$ cat config.mk
export PLATFORM = sky130hd
export DESIGN_NAME = ntt_top
export DESIGN_NICKNAME = d
export VERILOG_FILES = /design/src/ntt_chain.sv /design/src/ntt_top.sv
export SDC_FILE = /design/constraint.sdc
export NUM_CORES = 1
export LEC_CHECK = 0
export ABC_CLOCK_PERIOD_IN_PS = 2000
export BUFFER_PORTS_ARGS = -buffer_cell sky130_fd_sc_hd__buf_2
export CAP_MARGIN = 20
export CORE_AREA = 2 2 158 160
export DETAILED_ROUTE_END_ITERATION = 10
export DIE_AREA = 0 0 160 162
export GPL_ROUTABILITY_DRIVEN = 0
export PLACE_DENSITY = 0.43
export SLEW_MARGIN = 5
export SYNTH_ARGS = -nofsm -noshare
export SYNTH_HDL_FRONTEND = slang
export SYNTH_SLANG_ARGS = --single-unit
$ cat constraint.sdc
create_clock -name clk -period 2 [get_ports clk]
set_input_delay 0.4 -clock clk [delete_from_list [all_inputs] [get_ports clk]]
set_output_delay 0.4 -clock clk [all_outputs]
set_load 0.01 [all_outputs]
$ cat src/ntt_chain.sv
// pin-test package and the combinational gate chain behind the chain test output.
// assumes the chained pin levels arrive straight from the pads, already in
// chain order, bit 0 being the first input in the order.
package ntt_pkg;
  localparam int unsigned NTT_CHAIN_LEN = 66;
  // positions in the chain, counted from zero
  localparam int unsigned NTT_POS_PC_CARD_MODE_SEL = 0;
  localparam int unsigned NTT_POS_CABLE_NOT_ACTIVE = 1;
  localparam int unsigned NTT_POS_EEPROM_DATA = 64;
  localparam int unsigned NTT_POS_EEPROM_CLK = 65;
  // seed of the first gate, so that all-high inputs give a high output
  localparam logic NTT_CHAIN_SEED = 1'h1;
  localparam logic NTT_OUT_IDLE = 1'h0;
  localparam logic [2:0] NTT_SEL_RESET = 3'h0;

  typedef logic [NTT_CHAIN_LEN-1:0] ntt_pins_t;

  // all three selects high enter chain test mode
  function automatic logic ntt_test_mode(input logic [2:0] sel);
    ntt_test_mode = &sel;
  endfunction : ntt_test_mode
endpackage : ntt_pkg

////////////////////////////////////////////////////////////////////////////////

module ntt_chain (
  input wire ntt_pkg::ntt_pins_t chain_in,
  output logic chain_out
);
  import ntt_pkg::*;

  // a net, since every gate drives its own bit of it
  wire [NTT_CHAIN_LEN:0] link;

  // a low input forces its gate high, every later high input inverts once,
  // so pulling the inputs low in order flips the end of the chain each step
  assign link[0] = NTT_CHAIN_SEED;
  for (genvar k = 0; k < NTT_CHAIN_LEN; k++)
  begin : g_gate
    assign link[k+1] = ~(chain_in[k] & link[k]);
  end
  assign chain_out = link[NTT_CHAIN_LEN];
endmodule : ntt_chain

$ cat src/ntt_top.sv
// pin contact test wrapper: decodes the three test selects, hands the chained
// pad levels to the gate chain and releases the pad drivers while testing.
// assumes the functional core supplies per-pad output data and enables, and
// that pad input levels are fed back unchanged to the core.

// Operation
// - chain test mode is entered only when all three test selects are high.
// - in chain test mode the chain result appears on the dedicated test output.
// - the chain path is combinational and needs no running clock.
// - with every chained input high the test output is high.
// - each next input pulled low inverts the test output.
// - sixty-six inputs are chained in fixed order, card select first, eeprom clock last.
module ntt_top (
  input wire logic clk,
  input wire logic srst,
  input wire logic test_select_a,
  input wire logic test_select_b,
  input wire logic phy_test_select,
  input wire ntt_pkg::ntt_pins_t pad_in,
  input wire ntt_pkg::ntt_pins_t core_out,
  input wire ntt_pkg::ntt_pins_t core_oe,
  output ntt_pkg::ntt_pins_t pad_out,
  output ntt_pkg::ntt_pins_t pad_oe,
  output ntt_pkg::ntt_pins_t core_in,
  output logic chain_test_output,
  output logic test_mode_sync
);
  import ntt_pkg::*;

  //////////////////////////////////////////////////////////////////////////////

  typedef struct packed {
    logic [2:0] sel_meta;
    logic [2:0] sel_sync;
    logic mode;
  } ntt_state_s;

  // chain-order view of the pads, last input in the top bits; a vector field
  // is a run of neighbouring inputs, lowest index first in the order
  typedef struct packed {
    logic eeprom_clk;
    logic eeprom_data;
    logic pci_clkrun_n;
    logic pci_inta_n;
    logic pci_rst_n;
    logic pci_gnt_n;
    logic pci_req_n;
    logic pci_clk;
    logic [7:0] pci_ad_31_24;
    logic pci_cbe3_n;
    logic pci_idsel;
    logic [7:0] pci_ad_23_16;
    logic pci_cbe2_n;
    logic pci_frame_n;
    logic pci_irdy_n;
    logic pci_trdy_n;
    logic pci_devsel_n;
    logic pci_stop_n;
    logic pci_perr_n;
    logic pci_serr_n;
    logic pci_par;
    logic pci_cbe1_n;
    logic [7:0] pci_ad_15_8;
    logic pci_cbe0_n;
    logic [7:0] pci_ad_7_0;
    logic bus_contender;
    logic [2:0] power_class;
    logic link_on;
    logic link_power_status;
    logic pci_active_n;
    logic chip_reset_n;
    logic scan_mode;
    logic scan_enable;
    logic aux_power_present;
    logic cable_not_active;
    logic pc_card_mode_select_n;
  } ntt_chain_pins_s;

  ntt_chain_pins_s pad_view;
  ntt_state_s state_q;
  ntt_state_s state_d;
  logic test_mode;
  logic chain_result;

  // the pads must switch without a clock, so mode is decoded straight from
  // the pins; the synchronised copy is only for clocked logic elsewhere
  assign test_mode = ntt_test_mode({test_select_a, test_select_b, phy_test_select});

  assign pad_view = pad_in;

  ntt_chain u_chain (
    .chain_in (pad_view),
    .chain_out (chain_result)
  );

  //////////////////////////////////////////////////////////////////////////////

  always_comb
  begin
    pad_out = core_out;
    pad_oe = test_mode ? '0 : core_oe;
    core_in = pad_in;
    // a quiet low when not testing; boards hold the selects low then
    chain_test_output = test_mode ? chain_result : NTT_OUT_IDLE;
  end

  always_comb
  begin
    state_d = state_q;
    state_d.sel_meta = {test_select_a, test_select_b, phy_test_select};
    state_d.sel_sync = state_q.sel_meta;
    state_d.mode = ntt_test_mode(state_q.sel_sync);
  end

  always_ff @(posedge clk)
  begin
    if (srst)
    begin
      state_q.sel_meta <= NTT_SEL_RESET;
      state_q.sel_sync <= NTT_SEL_RESET;
      state_q.mode <= 1'h0;
    end
    else
    begin
      state_q <= state_d;
    end
  end

  assign test_mode_sync = state_q.mode;
endmodule : ntt_top

==> impl_results.md, run 1 <==
* Syn avg cell area at 7.134 um^2
* Initial antenna violation count at 1
* Max Transition Viols Final at 0
* Post-DRT Antenna Nets at 0
* LEAKAGE at 1.582 nW
* Mapped Area at between 0.0015 and 0.002 mm^2
* Slew headroom at between 70 and 80%
* Worst min-delay path class: register to register
* GR Overflow Total at 0
* Worst Setup Start Kind: input pin
* Final worst-path cycle share at a little over nine tenths
* Die W at ~160 um
* Area growth, synth to finish at 51.42%
* Post-Syn Nets at 481
* Peak supply drop at roughly 0.00022 V
* Synth top area cells: buf_4 50%, and2_1 21%, dfxtp_1 7.1%
* Yosys warns at 0
* Most frequent cells in the layout: 268 x buf_2, 66 x and2_1, 14 x buf_4, 9 x inv_1
* Layout Skew at 2.247 ps
* Worst-skew pair later-pin latency at around 230 ps
* # diodes at 0
* Met3 Use GR at between 1.5 and 2%
* Maximum root-to-sink buffer count at 2
* Cts bufs inserted at 3
* Yosys top cell by area: buf_4
* Rows at 57
* Power density cells at approximately 350 mW/mm^2
* Final HPWL DP at approximately 7800 um
* Initial core utilization at just over 8%
* Slew @ Worst Pin at approximately 440 ps
* Unrepaired setup endpoints after global routing: no
* Io pins at 403
* Setup TNS Final at 0 ps
* Placed Area at ~0.0028 mm^2
* Final min period at 1903 ps
* Routed len/inst at around 11 um
* Endpoints failing setup at 0
* CP endpoint kind: primary output
* Via count at about 2200
* Clock-pin transition on the worst setup and hold timing paths at approximately 40 ps
* Remaining DRCs at 0
* Yosys cell types at 30
* Busiest grt layer: met2
* Share of the synthesized area in the top cell type at roughly 50%
* Total track usage at 5.708%
* Largest net degree at the start of global routing at between 60 and 70
* Clock sinks at 7
* Crit Path Class: input pin to primary output
* Dpl ws at -367.4 ps
* Root buffer cell: clkbuf_16
* Crit path DAT at 1500 ps
* Met1 global-route usage at 6.604%
* CTS tree: yes
* CP max FO at 3
* Met2 Track Usage GR at approximately a tenth
* Avg Vias per Cell at 2.888
* Drt first pass iters at 4
* Final net count at roughly 630
* Hold Violations, Final at 0
* Yosys reg bits at 7
* Final WL at 8427 um
* Max Freq at about 530 MHz
* Htree depth at 1
* First-pass GRT wire length at around 11000 um
* DIE AREA at approximately 0.026 mm^2
* Setup ws final at about 97 ps
* Max-Cap Viols at 0
* Input/output buffers at 270
* Status: finished clean
* Core area at approximately 0.024 mm^2
* Post-route cell area at between 0.003 and 0.004 mm^2
* Register area share after synthesis at about 7.1%
* Vias in the first global route at 2002
* DIE HEIGHT at 162 um
* Critical Path RT at approximately 1600 ps
* Share of cells above drive strength 1 at a little over two thirds
* Most common cell after layout, fill and taps aside: buf_2
* Initial DRC Count at 52
* Syn Inst Count at ~280
-- per-stage QoR --
step / instances / hold slack (ps) / util, % / total power, W
after global placement: 748 / 418.0 / 11.76 / 0.0007028
after detailed placement: 748 / 426.6 / 11.76 / 0.0006997
after global routing: 751 / 443.1 / 12.46 / 0.001103
final: 751 / 428.1 / 12.46 / 0.001039
after floorplan: 278 / 413.8 / - / 0.0005769
after CTS: 751 / 417.8 / 12.29 / 0.001045
-- layer usage --
layer,routed length [um],vias up
met3,772,38
met1,3224,929
met2,4091,157
li1,-,1043
met5,16,-
met4,322,2
-- report_power, final --
group          switching [W]  leakage (nW)  internal, W  total (W)
clock network      0.0000690        0.0382     0.000265   0.000334
registers        0.000000900        0.0577     0.000146   0.000147
logic               0.000276          1.49     0.000282   0.000558
-- synthesized netlist by cell type --
| master | instances |
|---|---|
| a2111oi_0 | 1 |
| a211o_1 | 2 |
| a211oi_1 | 1 |
| a21boi_1 | 2 |
| a21o_1 | 3 |
| a21oi_1 | 4 |
| a31oi_1 | 1 |
| a31oi_4 | 1 |
| and2_1 | 66 |
| and3_1 | 2 |
| and4b_1 | 1 |
| buf_2 | 1 |
| buf_4 | 132 |
| clkbuf_1 | 6 |
| dfxtp_1 | 7 |
| inv_1 | 9 |
| nand2_1 | 2 |
| nand2b_1 | 4 |
| nand3_1 | 8 |
| nand3_2 | 1 |
| nand3b_1 | 1 |
| nor2b_1 | 8 |
| nor4_1 | 1 |
| nor4b_1 | 1 |
| o2111ai_1 | 1 |
| o21ai_0 | 7 |
| o21ai_1 | 1 |
| o311ai_1 | 1 |
| or2_1 | 2 |
| or2b_4 | 1 |
-- worst paths after layout --
path,startpoint,to,slack (ps),cells past startpoint
hold / removal,state_d[3],state_q[3],430,1
setup / recovery,pad_in[59],chain_test_output,100,7
hold reg to reg,state_d[3],state_q[3],430,1
setup reg to reg,state_q[2],test_mode_sync,1430,1
-- repair_timing --
action	in CTS	in global routing
resized for setup	12	8
pin swaps	6	5
endpoints found under the setup margin	1	2
buffers inserted	0	0
hold buffers	0	0
-- kinds of logic (layout without fill, tap and decap cells) --
kind of cell | Yosys count | in the layout | share of synthesized area (%)
AOI/OAI and AO/OA | 25 | 25 | 8.896
buffers and inverters | 148 | 297 | 53.06
DFF | 7 | 7 | 7.066
and+or+nand+nor | 98 | 98 | 30.98
-- layout make-up --
type	count	area, um^2
fillers	2856	21100
repair buffers	284	1469
multi-input cells	123	875.8
well taps	324	405.4
flip-flops and latches	7	140.1
clock buffers	4	78.83
inverters	9	33.78
-- flip-flops by register name (all words and copies together) (netlist names) --
| name | cells |
|---|---|
| test_mode_sync | 1 |
| state_d | 3 |
| state_q | 3 |
-- critical path, stage by stage --
cell      delay [ps]
buf_2            100
nand2b_4         140
a21o_1           180
a31oi_4          210
nor4b_2           80
a211oi_2         250
buf_6            140
(Power assumes the default switching activity.)
==> inputs of run 2 (changes only) <==
CORE_AREA = 2 2 157 159   (was 2 2 158 160)
DIE_AREA = 0 0 159 161   (was 0 0 160 162)
RECOVER_POWER = 50   (was not set)
SYNTH_HIERARCHICAL = 1   (was not set)
==> impl_results.md, run 2 <==
* Power density cells at 354.9 mW/mm^2 (was 345.9 mW/mm^2)
* Number of flops mapped to enable cells by yosys at 0 (unchanged)
* Share of the synthesized area in the top cell type at 49.25% (was 49.97%)
* Synthesized-area fraction occupied by adder cells at 0% (unchanged)
* Slew headroom at 78.64% (was 70.72%)
* Most common cell after layout, fill and taps aside: buf_2 (unchanged)
* Yosys top cell by area: buf_4 (unchanged)
* Endpoints failing setup at 1 (was 0)
* Via count at 2199 (was 2169)
* Vias in the first global route at 1959 (was 2002)
* Hold wc startpoint: state_d[3] (unchanged)
* Synth Area in XOR/XNOR at 0% (unchanged)
* Post-Syn Nets at 484 (was 481)
* Root buffer cell: clkbuf_16 (unchanged)
* Most frequent cells after synthesis: 132 x buf_4, 46 x and2_1, 20 x and2_4 (was 132 x buf_4, 66 x and2_1, 9 x inv_1)
* CP max stage delay at 250 ps (about the same)
* Final WL at 8424 um (was 8427 um)
* Worst min-delay path class: register to register (unchanged)
* Htree depth at 1 (unchanged)
* Post-DRT Antenna Nets at 0 (unchanged)
* Area growth, synth to finish at 46.95% (was 51.42%)
* Primary FF master, synth: dfxtp_1 (unchanged)
* Yosys warns at 6 (was 0)
* Maximum root-to-sink buffer count at 2 (unchanged)
* Initial antenna violation count at 2 (was 1)
* Hold slack at 430.8 ps (was 428.1 ps)
* First-pass GRT wire length at 11210 um (was 11320 um)
* Simple-gate area share of the yosys netlist at 30.72% (was 30.98%)
* CTS tree: yes (unchanged)
* Largest net degree at the start of global routing at 56 (was 67)
* Worst Setup SP: pad_in[1] (was pad_in[59])
* Syn Inst Count at 281 (was 278)
* Worst Setup Start Kind: input pin (unchanged)
* Rows at 57 (unchanged)
* Drt first pass iters at 4 (unchanged)
* Io pins at 403 (unchanged)
* Synth async-reset ratio at 0% (unchanged)
* Complex-gate fraction of the synthesized area at 7.463% (was 8.896%)
* Routed len/inst at 11.11 um (was 11.22 um)
* Yosys reg bits at 7 (unchanged)
* CP endpoint kind: primary output (unchanged)
* Mapped Area at 0.002012 mm^2 (was 0.001983 mm^2)
* Initial DRC Count at 48 (was 52)
* Layout Skew at 0.9278 ps (was 2.247 ps)
* Syn avg cell area at 7.160 um^2 (was 7.134 um^2)
* Hold path cells at 1 (unchanged)
* Max Freq at 475.0 MHz (was 525.3 MHz)
* Final HPWL DP at 7636 um (was 7756 um)
* RR Startpoint: state_q[2] (unchanged)
* Crit path DAT at 1710 ps (was 1500 ps)
* DIE AREA at 0.02560 mm^2 (was 0.02592 mm^2)
* Worst path cell trace: buf_6, nor2b_4, o221ai_2, a31oi_1, o2111ai_1, a311oi_2, o211ai_1, inv_1, nor2_1, buf_2 (was buf_2, nand2b_4, a21o_1, a31oi_4, nor4b_2, a211oi_2, buf_6)
* Yosys cell types at 23 (was 30)
* Input/output buffers at 270 (unchanged)
* Most frequent cell after synthesis: buf_4 (unchanged)
* Final worst-path cycle share at 105.3% (was 95.17%)
* Cell Count, Final, Fillers Out at 758 (was 751)
* CP delay by family, top: compound AO/OA/AOI/OAI gates (unchanged)
* Slowest CP cell: o2111ai_1 (was a211oi_2)
* LEAKAGE at 1.566 nW (was 1.582 nW)
* Die W at 159 um (was 160 um)
* GR Overflow Total at 0 (unchanged)
* Share of cells above drive strength 1 at 65.21% (was 70.02%)
* Synth top area cells: buf_4 49%, and2_1 14%, and2_4 8.7% (was buf_4 50%, and2_1 21%, dfxtp_1 7.1%)
* Remaining DRCs at 0 (unchanged)
* Slew @ Worst Pin at 317.1 ps (was 439.2 ps)
* Final min period at 2105 ps (was 1903 ps)
* Core area at 0.02396 mm^2 (was 0.02411 mm^2)
* # diodes at 0 (unchanged)
* Clock-pin transition on the worst setup and hold timing paths at 40 ps (about the same)
* Max-Cap Viols at 0 (unchanged)
* Setup bufs post-CTS at 0 (unchanged)
* Hold EP: state_q[3] (unchanged)
* CP max FO at 2 (was 3)
* Most frequent cells in the layout: 234 x buf_2, 46 x and2_1, 34 x clkbuf_1, 20 x and2_4, 16 x buf_4 (was 268 x buf_2, 66 x and2_1, 14 x buf_4, 9 x inv_1)
* Cts bufs inserted at 3 (unchanged)
* CTS Hold Bufs at 0 (unchanged)
* Avg Vias per Cell at 2.901 (was 2.888)
* R2r endpoint: test_mode_sync (unchanged)
* Buf/Inv on CP at 3 (was 2)
* Critical Path RT at 1600 ps (about the same)
* Unrepaired setup endpoints after global routing: yes (was no)
* Register area share after synthesis at 6.965% (was 7.066%)
* Max Transition Viols Final at 0 (unchanged)
* Crit Path Class: input pin to primary output (unchanged)
* Worst-skew pair later-pin latency at 230 ps (about the same)
* DIE HEIGHT at 161 um (was 162 um)
* Largest family of logic cells by synthesized area: buffers and inverters (unchanged)
* Initial core utilization at 8.396% (was 8.227%)
* Inst Count DP at 755 (was 748)
* Reg2reg setup slack at 1420 ps (was 1430 ps)
* Status: finished with violations (was finished clean)
* Clock sinks at 7 (unchanged)
* Mux cell area share after synthesis at 0% (unchanged)
* Setup ws final at -105.2 ps (was 96.50 ps)
* Final net count at 638 (was 631)
* Failing checks: negative setup slack
* Total track usage at 5.683% (was 5.708%)
* Hold Violations, Final at 0 (unchanged)
* R2R depth at 1 (unchanged)
* Peak supply drop at 0.0003810 V (was 0.0002215 V)
-- run 2: cell families (layout without fill, tap and decap cells) --
| group | Yosys count | in the layout |
|---|---|---|
| AO/OA/AOI/OAI | 26 | 26 |
| buffers and inverters | 154 | 307 |
| AND/OR/NAND/NOR | 94 | 94 |
| flip-flops | 7 | 7 |
-- run 2: timing repair --
item                                    4_1_cts  5_1_grt
pin swaps                                     6        0
hold endpoints to repair                      0        0
gates cloned                                  0        0
endpoints found under the setup margin        1        1
resized for setup                             6        0
-- run 2: through the flow --
step	power, W	setup slack [ps]	setup TNS (ps)	util (%)	cell area, um^2
6_report	0.001049	-105.2	-105.2	12.34	2957
3_5_place_dp	0.0007232	-285.9	-285.9	12.06	2889
4_1_cts	0.001072	-160.3	-160.3	12.52	2999
3_3_place_gp	0.0007277	-271.5	-271.5	12.06	2889
2_1_floorplan	0.0005974	181.1	0	-	2012
5_1_grt	0.001120	-222.7	-222.7	12.34	2957
-- run 2: final cells by class --
cell class,instances,area (um^2)
fillers,2826,21010
repair buffers,288,1481
multi-input cells,120,793.3
well taps,324,405.4
flip-flops and latches,7,140.1
clock buffers,3,75.07
inverters,15,56.30
clock inverters,1,5.005
-- run 2: worst max path at each step --
stage / endpoint / slack, ps / cells past startpoint
2_1_floorplan: chain_test_output / 180 / 8
3_3_place_gp: chain_test_output / -270 / 11
3_5_place_dp: chain_test_output / -290 / 11
4_1_cts: chain_test_output / -160 / 10
5_1_grt: chain_test_output / -220 / 10
6_report: chain_test_output / -110 / 10
-- run 2: power by group --
| group | internal (W) | leakage, nW | total, W | switching, W |
|---|---|---|---|---|
| clock | 0.000262 | 0.0409 | 0.000335 | 0.0000728 |
| sequential | 0.000146 | 0.0577 | 0.000147 | 0.000000973 |
| combinational | 0.000294 | 1.47 | 0.000568 | 0.000273 |
-- run 2: routing by layer --
layer	part of all wire, %	routed length [um]	GRT usage, %
met2	41	3445	7.767
met4	0.17	14	0.4132
met5	0.31	26	0.9470
met3	17	1429	3.878
met1	42	3508	7.514
